### src/hdl/uei_pkg.sv
/*
 * Package for the endpoint interrupt summary block: register addresses,
 * field positions, reset values and widths.
 * Assumes an 8-bit special function register bus with 8-bit addresses.
 */
package uei_pkg;

    localparam int          NUM_EP              = 7;
    localparam int          SRC_PER_EP          = 5;
    localparam int          ADDR_W              = 8;
    localparam int          DATA_W              = 8;

    // Register addresses on the special function bus.
    localparam logic [7:0]  ADDR_EP_IRQ_PENDING = 8'hf8;
    localparam logic [7:0]  ADDR_EP_IRQ_ENABLE  = 8'hc2;
    localparam logic [7:0]  ADDR_EP_SELECT      = 8'hc7;
    localparam logic [7:0]  ADDR_EP_STATUS_WIN  = 8'hc8;
    localparam logic [7:0]  ADDR_IRQ_STATUS     = 8'hc9;
    localparam logic [7:0]  ADDR_IRQ_MASK       = 8'hca;

    // Source bit positions in one endpoint status word.
    localparam int          SRC_TX_COMPLETE     = 0;
    localparam int          SRC_OUT_BANK_A      = 1;
    localparam int          SRC_OUT_BANK_B      = 2;
    localparam int          SRC_SETUP           = 3;
    localparam int          SRC_STALL_CRC       = 4;

    localparam int          EP_SEL_W            = 3;
    localparam logic [7:0]  RST_ZERO            = 8'h00;
    localparam logic [6:0]  RST_PENDING         = 7'h00;

endpackage

### src/hdl/uei_ep_flag.sv
/*
 * One endpoint's summary flag: OR of its pending sources, registered.
 * Assumes the source flags come from logic on the same clock.
 */
module uei_ep_flag
    import uei_pkg::*;
(
    // Clock and reset.
    input  wire logic                  clk,
    input  wire logic                  rst,
    // Sources and flag.
    input  wire logic [SRC_PER_EP-1:0] sources,
    output logic                       pending
);

    logic pending_r;
    logic pending_nxt;

    always_comb
    begin
        pending_nxt = |sources;
    end

    always_ff @(posedge clk)
    begin
        if (rst)
            pending_r <= 1'b0;
        else
            pending_r <= pending_nxt;
    end

    assign pending = pending_r;

endmodule

### src/hdl/uei_top.sv
/*
 * Endpoint interrupt summary: per-endpoint pending flags, endpoint enables,
 * endpoint select with status window, and a sticky status/mask interrupt.
 * Assumes source flags arrive on clk from the per-endpoint status logic,
 * and a bus master with one-cycle strobes and read data one cycle later.
 */
module uei_top
    import uei_pkg::*;
(
    // Clock and reset.
    input  wire logic                         clk,
    input  wire logic                         rst,
    // Register bus.
    input  wire logic [ADDR_W-1:0]            reg_addr,
    input  wire logic [DATA_W-1:0]            reg_wdata,
    input  wire logic                         reg_wr,
    input  wire logic                         reg_rd,
    output logic      [DATA_W-1:0]            reg_rdata,
    // Per-endpoint source flags.
    input  wire logic [NUM_EP-1:0]            transmit_complete,
    input  wire logic [NUM_EP-1:0]            out_received_bank_a,
    input  wire logic [NUM_EP-1:0]            out_received_bank_b,
    input  wire logic [NUM_EP-1:0]            setup_received,
    input  wire logic [NUM_EP-1:0]            stall_or_crc_error,
    // Endpoint selection for the status logic.
    output logic      [EP_SEL_W-1:0]          endpoint_select,
    // Interrupts.
    output logic                              usb_irq,
    output logic                              irq
);

    logic [NUM_EP-1:0]   pending;
    logic [NUM_EP-1:0]   enable_r;
    logic [NUM_EP-1:0]   enable_nxt;
    logic [EP_SEL_W-1:0] select_r;
    logic [EP_SEL_W-1:0] select_nxt;
    logic [NUM_EP-1:0]   pend_d_r;
    logic [NUM_EP-1:0]   status_r;
    logic [NUM_EP-1:0]   status_nxt;
    logic [NUM_EP-1:0]   mask_r;
    logic [NUM_EP-1:0]   mask_nxt;
    logic [DATA_W-1:0]   rdata_r;
    logic [DATA_W-1:0]   rdata_nxt;
    logic [SRC_PER_EP-1:0] win_src;
    logic                wr_enable;
    logic                wr_select;
    logic                wr_status;
    logic                wr_mask;

    // Gather each endpoint's sources into one word and summarise it.
    genvar g;
    generate
        for (g = 0; g < NUM_EP; g++)
        begin : g_ep
            logic [SRC_PER_EP-1:0] src;
            always_comb
            begin
                src                  = '0;
                src[SRC_TX_COMPLETE] = transmit_complete[g];
                src[SRC_OUT_BANK_A]  = out_received_bank_a[g];
                src[SRC_OUT_BANK_B]  = out_received_bank_b[g];
                src[SRC_SETUP]       = setup_received[g];
                src[SRC_STALL_CRC]   = stall_or_crc_error[g];
            end
            uei_ep_flag u_flag (
                .clk     (clk),
                .rst     (rst),
                .sources (src),
                .pending (pending[g])
            );
        end
    endgenerate

    // Status of the selected endpoint, seen through the window.
    always_comb
    begin
        win_src = '0;
        if (select_r < EP_SEL_W'(NUM_EP))
        begin
            win_src[SRC_TX_COMPLETE] = transmit_complete[select_r];
            win_src[SRC_OUT_BANK_A]  = out_received_bank_a[select_r];
            win_src[SRC_OUT_BANK_B]  = out_received_bank_b[select_r];
            win_src[SRC_SETUP]       = setup_received[select_r];
            win_src[SRC_STALL_CRC]   = stall_or_crc_error[select_r];
        end
    end

    assign wr_enable = reg_wr && (reg_addr == ADDR_EP_IRQ_ENABLE);
    assign wr_select = reg_wr && (reg_addr == ADDR_EP_SELECT);
    assign wr_status = reg_wr && (reg_addr == ADDR_IRQ_STATUS);
    assign wr_mask   = reg_wr && (reg_addr == ADDR_IRQ_MASK);

    // Register writes and sticky status; a rising flag wins over a clear.
    always_comb
    begin
        enable_nxt = enable_r;
        select_nxt = select_r;
        mask_nxt   = mask_r;
        status_nxt = status_r;
        if (wr_enable)
            enable_nxt = reg_wdata[NUM_EP-1:0];
        if (wr_select)
            select_nxt = reg_wdata[EP_SEL_W-1:0];
        if (wr_mask)
            mask_nxt = reg_wdata[NUM_EP-1:0];
        if (wr_status)
            status_nxt = status_nxt & ~reg_wdata[NUM_EP-1:0];
        status_nxt = status_nxt | (pending & ~pend_d_r);
    end

    // Read data; the summary register ignores writes and bit 7 is zero.
    always_comb
    begin
        rdata_nxt = '0;
        if (reg_rd)
        begin
            unique case (reg_addr)
                ADDR_EP_IRQ_PENDING: rdata_nxt = {1'b0, pending};
                ADDR_EP_IRQ_ENABLE:  rdata_nxt = {1'b0, enable_r};
                ADDR_EP_SELECT:      rdata_nxt = {{(DATA_W-EP_SEL_W){1'b0}}, select_r};
                ADDR_EP_STATUS_WIN:  rdata_nxt = {{(DATA_W-SRC_PER_EP){1'b0}}, win_src};
                ADDR_IRQ_STATUS:     rdata_nxt = {1'b0, status_r};
                ADDR_IRQ_MASK:       rdata_nxt = {1'b0, mask_r};
                default:             rdata_nxt = '0;
            endcase
        end
    end

    always_ff @(posedge clk)
    begin
        if (rst)
        begin
            enable_r <= RST_PENDING;
            select_r <= '0;
            mask_r   <= RST_PENDING;
            status_r <= RST_PENDING;
            pend_d_r <= RST_PENDING;
            rdata_r  <= RST_ZERO;
        end
        else
        begin
            enable_r <= enable_nxt;
            select_r <= select_nxt;
            mask_r   <= mask_nxt;
            status_r <= status_nxt;
            pend_d_r <= pending;
            rdata_r  <= rdata_nxt;
        end
    end

    assign reg_rdata       = rdata_r;
    assign endpoint_select = select_r;
    assign usb_irq         = |(pending & enable_r);
    assign irq             = |(status_r & mask_r);

endmodule

### config.mk
export PLATFORM = sky130hd
export DESIGN_NAME = uei_top
export DESIGN_NICKNAME = d
export VERILOG_FILES = /design/src/hdl/uei_pkg.sv /design/src/hdl/uei_ep_flag.sv /design/src/hdl/uei_top.sv
export SDC_FILE = /design/constraint.sdc
export NUM_CORES = 1
export LEC_CHECK = 0
export BUFFER_PORTS_ARGS = -buffer_cell sky130_fd_sc_hd__buf_2
export CAP_MARGIN = 10
export CORE_UTILIZATION = 51
export DETAILED_ROUTE_END_ITERATION = 10
export GPL_ROUTABILITY_DRIVEN = 0
export PLACE_DENSITY = 0.76
export SLEW_MARGIN = 20
export SYNTH_ARGS = -nofsm -noshare
export SYNTH_HDL_FRONTEND = slang
export SYNTH_HIERARCHICAL = 1
export SYNTH_SLANG_ARGS = --single-unit
### constraint.sdc
create_clock -name clk -period 2 [get_ports clk]
set_input_delay 0.4 -clock clk [delete_from_list [all_inputs] [get_ports clk]]
set_output_delay 0.4 -clock clk [all_outputs]
set_load 0.005 [all_outputs]
==> results of run 1 <==
-- state kept, by name, summed over array words and instances, names as in the netlist --
| name | count |
|---|---|
| endpoint_select | 3 |
| g_ep.u_flag/pending | 7 |
| enable_r | 7 |
| mask_r | 7 |
| pend_d_r | 7 |
| status_r | 7 |
| reg_rdata | 7 |
-- worst max-delay path: stages (launching register included) --
cell	delay [ns]
dfxtp_1	0.38
a222oi_1	0.38
nand3_1	0.13
buf_2	0.15
-- per-layer routing --
layer | GRT usage (%) | wire length, um | vias up
met3 | 4.44 | 374 | 10
met5 | 0 | 0 | -
li1 | - | - | 1034
met4 | 11.0 | 70 | 0
met1 | 36.7 | 2620 | 1008
met2 | 45.2 | 2850 | 78
-- layout by cell type (no fill, tap or decap), types with 2 or more instances in the layout --
cell type,n
a22o_1,3
mux4_2,5
a21oi_1,18
nand4b_1,2
nor2b_1,15
mux2i_1,24
o2bb2ai_1,2
a22oi_1,8
and3b_1,2
o211ai_1,6
dfxtp_1,45
nor3_1,9
buf_4,9
a222oi_1,5
nand3b_1,6
nand3_1,5
o21ai_0,4
nor2_1,33
mux2_2,4
nand4_1,9
a31oi_1,2
clkbuf_8,5
nand2b_1,3
buf_2,65
-- how the worst min path moves through the flow --
| stage | start | end | slack [ns] | depth (start not counted) |
|---|---|---|---|---|
| after floorplan | enable_r[6] | reg_rdata[6] | 0.46 | 2 |
| after global placement | enable_r[1] | enable_r[1] | 0.50 | 2 |
| after detailed placement | g_ep[0].u_flag/pending | pend_d_r[0] | 0.50 | 1 |
| after CTS | reg_wdata[5] | enable_r[5] | 0.35 | 3 |
| after global routing | reg_wdata[5] | enable_r[5] | 0.37 | 3 |
| final | reg_wdata[6] | enable_r[6] | 0.35 | 3 |
-- final cells by class --
cell class / count / area (um2)
Fill cell: 369 / 1370
Multi-Input combinational cell: 179 / 1300
Timing Repair Buffer: 74 / 393
Tap cell: 50 / 62.6
Clock inverter: 3 / 50.0
Clock buffer: 5 / 68.8
Inverter: 1 / 3.75
Sequential cell: 45 / 901
-- cell families (layout without fill, tap and decap cells) --
logic type	count (synthesis)	in the layout	share of synthesized area (%)
simple gates	93	93	23.0
other cells	1	1	0.165
compound gates	52	52	16.2
buf+inv	17	83	3.52
flops	45	45	39.6
mux	33	33	17.5
-- metrics by stage --
step / setup slack (ns) / area, um2 / hold WS, ns
floorplan: 0.323 / 2270 / 0.459
CTS: 0.242 / 2780 / 0.350
global placement: 0.155 / 2660 / 0.499
global route: 0.207 / 2780 / 0.367
finish: 0.260 / 2780 / 0.354
detailed placement: 0.118 / 2660 / 0.499
-- where the power goes --
part | switching, mW | internal (mW)
clock | 0.339 | 0.383
sequential | 0.0257 | 0.924
combinational | 0.0935 | 0.0866
==> metrics.txt, run 1 <==
# TYPE chip_impl_metric gauge
chip_impl_metric{name="floorplan.io_pins",unit=""} 68
chip_impl_metric{name="synth_edf_count",unit=""} 0
chip_impl_metric{name="core_region_area",unit="mm2"} 0.00414
chip_impl_metric{name="period_minus_slack",unit="ns"} 1.74
chip_impl_metric{name="dr.first_iter.drc_count",unit=""} 201
chip_impl_metric{name="die_width",unit="um"} 68.8
chip_impl_info{name="synth-main-ff-cell",value="dfxtp_1"} 1
chip_impl_metric{name="syn-cell-area",unit="mm2"} 0.00227
chip_impl_metric{name="synth.top_cell.area_share",unit="%"} 39.6
chip_impl_metric{name="proportion_of_layout_cells_with_a_drive_suffix_above_1",unit="%"} 31.6
chip_impl_metric{name="die-height",unit="um"} 68.8
chip_impl_metric{name="vdd_ir_drop_max",unit="mV"} 0.549
chip_impl_metric{name="starting_utilization_of_the_core_area",unit="%"} 54.9
chip_impl_info{name="most_frequently_used_cell_type_in_the_post_synthesis_netlist",value="dfxtp_1"} 1
chip_impl_metric{name="detail_route.wl_per_cell",unit="um"} 16.6
chip_impl_metric{name="cts.sinks",unit=""} 45
chip_impl_metric{name="final-setup-viol-count",unit=""} 0
chip_impl_metric{name="global_route.overflow_total",unit=""} 0
chip_impl_info{name="worst_r2r_startpoint",value="endpoint_select[1]"} 1
chip_impl_metric{name="synthArstFlopShare",unit="%"} 0
chip_impl_metric{name="pwr_density_cell",unit="mW/mm2"} 666
chip_impl_metric{name="synth_sequential_area_ratio",unit="%"} 39.6
chip_impl_metric{name="floorplan.die_area",unit="mm2"} 0.00473
chip_impl_metric{name="clk_path_buf_depth",unit=""} 2
chip_impl_info{name="critPathCapture",value="usb_irq"} 1
chip_impl_metric{name="synth_to_final_area_change",unit="%"} 22.2
chip_impl_metric{name="ys_seq_elements",unit=""} 45
chip_impl_metric{name="ant_nets",unit=""} 0
chip_impl_metric{name="leakagePower",unit="nW"} 1.21
chip_impl_metric{name="synth_nets",unit=""} 296
chip_impl_metric{name="finalNetCount",unit=""} 361
chip_impl_info{name="cts.root.buffer_cell",value="clkbuf_8"} 1
chip_impl_metric{name="drt_first_pass_iters",unit=""} 4
chip_impl_metric{name="first_global_vias",unit=""} 1978
chip_impl_metric{name="number_of_vias_per_cell_after_detailed_routing",unit=""} 5.97
chip_impl_metric{name="post_cts_buffers",unit=""} 0
chip_impl_metric{name="dp_cells",unit=""} 349
chip_impl_metric{name="detailroute.via_count",unit=""} 2130
chip_impl_metric{name="total_routed_length",unit="um"} 5920
chip_impl_metric{name="fin_util",unit="%"} 67.1
chip_impl_metric{name="post-dp-hpwl",unit="um"} 4420
chip_impl_metric{name="post_cts_resize_count",unit=""} 0
chip_impl_metric{name="cp_data_required_time",unit="ns"} 1.60
chip_impl_info{name="cts_tree",value="yes"} 1
chip_impl_metric{name="avgSynthCellArea",unit="um2"} 9.44
chip_impl_info{name="grt_setup_unrepaired",value="false"} 1
chip_impl_info{name="startpoint",value="g_ep[4].u_flag/pending"} 1
chip_impl_metric{name="cts_hold_buffers_added",unit=""} 0
chip_impl_info{name="endpoint_kind",value="output port"} 1
chip_impl_metric{name="antenna_found_initial",unit=""} 0
chip_impl_metric{name="clock_insertion_delay_worst_skew",unit="ns"} 0.30
chip_impl_metric{name="design_power_total",unit="mW"} 1.85
chip_impl_metric{name="yosysWarningCount",unit=""} 6
chip_impl_metric{name="final_cells",unit=""} 357
chip_impl_metric{name="ff2ff_path_depth",unit=""} 4
chip_impl_metric{name="wire_length_of_the_first_global_routing_pass",unit="um"} 9400
chip_impl_metric{name="maximum_number_of_pins_on_one_net_before_global_route_repair",unit=""} 21
chip_impl_metric{name="tightest_slew",unit="ns"} 0.618
chip_impl_info{name="critPathLaunchType",value="flop"} 1
chip_impl_metric{name="reg2reg_setup_slack",unit="ns"} 0.40
chip_impl_metric{name="cts.htree.levels",unit=""} 2
chip_impl_metric{name="timing.fmax",unit="MHz"} 575
chip_impl_metric{name="number_of_distinct_library_cell_variants_in_the_gate_level_netlist_after_synthesis",unit=""} 40
chip_impl_metric{name="buffer_ports.inserted",unit=""} 65
chip_impl_metric{name="critical_path_peak_fanout",unit=""} 4
chip_impl_metric{name="remaining_drc_errors",unit=""} 0
chip_impl_metric{name="syn_inst",unit=""} 241
chip_impl_metric{name="number_of_inserted_diodes",unit=""} 0
chip_impl_metric{name="rows",unit=""} 23
chip_impl_metric{name="slew_viol_final",unit=""} 0
chip_impl_info{name="startpoint_to_endpoint_class_of_the_critical_path",value="reg -> out"} 1
chip_impl_info{name="synthDominantAreaCellType",value="dfxtp_1"} 1
chip_impl_metric{name="max_cap_viol_count",unit=""} 0
chip_impl_info{name="outcome",value="finished, final reports clean"} 1
chip_impl_metric{name="grt_usage",unit="%"} 27.8
chip_impl_metric{name="critPathArrivalTime",unit="ns"} 1.34
chip_impl_metric{name="hold_viol",unit=""} 0
chip_impl_metric{name="layout_worst_path_cycle_share",unit="%"} 87.0
chip_impl_metric{name="fin_skew",unit="ns"} 0.0108
chip_impl_metric{name="tritoncts.num_buffers",unit=""} 5
chip_impl_info{name="cell_types_with_the_highest_counts_after_synthesis",value="45 x dfxtp_1, 33 x nor2_1, 24 x mux2i_1"} 1
chip_impl_metric{name="cts.reportedPaths.clkPinSlew",unit="ns"} 0.09
chip_impl_metric{name="max_slew_margin",unit="%"} 58.7
chip_impl_info{name="r2r_end",value="reg_rdata[4]"} 1
chip_impl_info{name="hold_class",value="in -> reg"} 1
chip_impl_info{name="synth.area.top_cells",value="dfxtp_1 40%, mux2i_1 11%, nor2_1 5.4%"} 1
chip_impl_metric{name="timing.setup.tns",unit="ns"} 0
Power figures use the tool's default switching activity.
==> run 2, diff against run 1 <==
--- a/config.mk
+++ b/config.mk
@@ -11,6 +11,7 @@
 export DETAILED_ROUTE_END_ITERATION = 10
 export GPL_ROUTABILITY_DRIVEN = 0
 export PLACE_DENSITY = 0.76
+export REMOVE_ABC_BUFFERS = 1
 export SLEW_MARGIN = 20
 export SYNTH_ARGS = -nofsm -noshare
 export SYNTH_HDL_FRONTEND = slang
==> metrics.txt, run 2 (synthesized netlist as in run 1, its figures left out) <==
# TYPE chip_impl_metric gauge
chip_impl_info{name="outcome",value="finished, final reports clean"} 1
chip_impl_info{name="crit_family",value="flip-flops"} 1
chip_impl_metric{name="floorplan.io_pins",unit=""} 68
chip_impl_metric{name="clk_path_buf_depth",unit=""} 2
chip_impl_metric{name="post-dp-hpwl",unit="um"} 4330
chip_impl_info{name="startpoint_to_endpoint_class_of_the_critical_path",value="reg -> out"} 1
chip_impl_metric{name="hold_viol",unit=""} 0
chip_impl_metric{name="final-setup-viol-count",unit=""} 0
chip_impl_metric{name="slew_viol_final",unit=""} 0
chip_impl_info{name="cp_cell_sequence",value="buf_4 > buf_2"} 1
chip_impl_metric{name="post_cts_buffers",unit=""} 0
chip_impl_metric{name="pwr_density_cell",unit="mW/mm2"} 694
chip_impl_metric{name="fin_skew",unit="ns"} 0.00404
chip_impl_metric{name="cts.reportedPaths.clkPinSlew",unit="ns"} 0.08
chip_impl_metric{name="ff2ff_path_depth",unit=""} 4
chip_impl_info{name="endpoint_kind",value="output port"} 1
chip_impl_metric{name="vdd_ir_drop_max",unit="mV"} 0.481
chip_impl_metric{name="cts_hold_buffers_added",unit=""} 0
chip_impl_metric{name="max_slew_margin",unit="%"} 59.0
chip_impl_metric{name="starting_utilization_of_the_core_area",unit="%"} 54.9
chip_impl_metric{name="maximum_number_of_pins_on_one_net_before_global_route_repair",unit=""} 39
chip_impl_metric{name="worst-path-stages",unit=""} 2
chip_impl_metric{name="tightest_slew",unit="ns"} 0.615
chip_impl_metric{name="cpPeakStageDelay",unit="ns"} 0.64
chip_impl_metric{name="fin_util",unit="%"} 67.6
chip_impl_metric{name="tritoncts.num_buffers",unit=""} 5
chip_impl_metric{name="die-height",unit="um"} 68.8
chip_impl_info{name="final_cell_mix",value="65 x buf_2, 45 x dfxtp_1, 33 x nor2_1, 24 x mux2i_1, 18 x a21oi_1"} 1
chip_impl_metric{name="rows",unit=""} 23
chip_impl_metric{name="multiInputGateArea",unit="mm2"} 0.00130
chip_impl_metric{name="die_width",unit="um"} 68.8
chip_impl_metric{name="drt_first_pass_iters",unit=""} 5
chip_impl_info{name="final_common_cell",value="buf_2"} 1
chip_impl_info{name="grt_setup_unrepaired",value="false"} 1
chip_impl_metric{name="timing.setup.tns",unit="ns"} 0
chip_impl_metric{name="number_of_vias_per_cell_after_detailed_routing",unit=""} 5.94
chip_impl_metric{name="num-fill-cells",unit=""} 352
chip_impl_metric{name="ant_nets",unit=""} 0
chip_impl_metric{name="synth_to_final_area_change",unit="%"} 23.2
chip_impl_metric{name="proportion_of_layout_cells_with_a_drive_suffix_above_1",unit="%"} 31.8
chip_impl_metric{name="grt_usage",unit="%"} 26.6
chip_impl_metric{name="hold_depth",unit=""} 3
chip_impl_metric{name="cts.htree.levels",unit=""} 2
chip_impl_metric{name="timing.fmax",unit="MHz"} 570
chip_impl_metric{name="remaining_drc_errors",unit=""} 0
chip_impl_metric{name="detailroute.via_count",unit=""} 2126
chip_impl_metric{name="post_cts_resize_count",unit=""} 0
chip_impl_metric{name="number_of_inserted_diodes",unit=""} 0
chip_impl_info{name="cts_tree",value="yes"} 1
chip_impl_metric{name="antenna_found_initial",unit=""} 0
chip_impl_metric{name="layout_worst_path_cycle_share",unit="%"} 87.7
chip_impl_metric{name="period_minus_slack",unit="ns"} 1.75
chip_impl_metric{name="first_global_vias",unit=""} 1864
chip_impl_metric{name="timing.critical_path.buf_inv",unit=""} 2
chip_impl_metric{name="clock_insertion_delay_worst_skew",unit="ns"} 0.30
chip_impl_metric{name="ff_latch_area",unit="um2"} 901
chip_impl_metric{name="detail_route.wl_per_cell",unit="um"} 16.3
chip_impl_metric{name="max_cap_viol_count",unit=""} 0
chip_impl_metric{name="finalNetCount",unit=""} 362
chip_impl_metric{name="global_route.overflow_total",unit=""} 0
chip_impl_info{name="critPathLaunchType",value="flop"} 1
chip_impl_info{name="crit_slowest_cell",value="dfxtp_1"} 1
chip_impl_metric{name="dr.first_iter.drc_count",unit=""} 166
chip_impl_metric{name="leakagePower",unit="nW"} 1.22
chip_impl_info{name="hold_class",value="in -> reg"} 1
chip_impl_metric{name="floorplan.die_area",unit="mm2"} 0.00473
chip_impl_metric{name="cts.sinks",unit=""} 45
chip_impl_info{name="cts.root.buffer_cell",value="clkbuf_8"} 1
chip_impl_metric{name="buffer_ports.inserted",unit=""} 65
chip_impl_metric{name="critical_path_peak_fanout",unit=""} 11
chip_impl_metric{name="wire_length_of_the_first_global_routing_pass",unit="um"} 8990
chip_impl_metric{name="total_routed_length",unit="um"} 5820
chip_impl_metric{name="cp_data_required_time",unit="ns"} 1.60
chip_impl_metric{name="core_region_area",unit="mm2"} 0.00414
chip_impl_metric{name="critPathArrivalTime",unit="ns"} 1.35
-- run 2: routing by layer --
metal / part of all wire, % / wire length, um / global-route usage [%]
met1: 45 / 2620 / 35.9
met2: 47 / 2710 / 41.8
met3: 7.0 / 405 / 7.40
met4: 1.5 / 87 / 6.89
met5: 0 / 0 / 0
-- run 2: where the power goes --
part | internal, mW | switching (mW)
logic | 0.0891 | 0.0931
registers | 0.923 | 0.0261
clock network | 0.496 | 0.317
total | 1.51 | 0.436
-- run 2: worst paths after layout --
path | from | to | slack (ns)
worst max-delay path | endpoint_select[1] | endpoint_select[1] | 0.25
worst min-delay path | reg_wdata[5] | mask_r[5] | 0.36
worst max register to register | endpoint_select[1] | reg_rdata[3] | 0.34
worst min register to register | enable_r[6] | reg_rdata[6] | 0.53
-- run 2: layout make-up --
class	count	area share, %
clock inverter	3	2.32
tap	50	2.23
multi-input combinational	179	46.4
inverter	1	0.134
sequential	45	32.2
clock buffer	5	2.46
timing repair buffer	75	14.3
-- run 2: tightest hold or removal path, delay by kind of cell --
kind                   cells  cell delay, ns
buffers and inverters      1            0.10
AND/OR/NAND/NOR            1            0.07
multiplexers               1            0.06
-- run 2: metrics by stage --
step / setup slack [ns] / cell area, um2 / hold WS (ns) / instances / power [mW]
2_1_floorplan: -0.958 / 2200 / 0.459 / 225 / 1.03
3_3_place_gp: 0.162 / 2670 / 0.500 / 350 / 1.15
3_5_place_dp: 0.134 / 2670 / 0.508 / 350 / 1.15
4_1_cts: 0.225 / 2800 / 0.353 / 358 / 1.95
5_1_grt: 0.153 / 2800 / 0.365 / 358 / 2.02
6_report: 0.246 / 2800 / 0.358 / 358 / 1.94
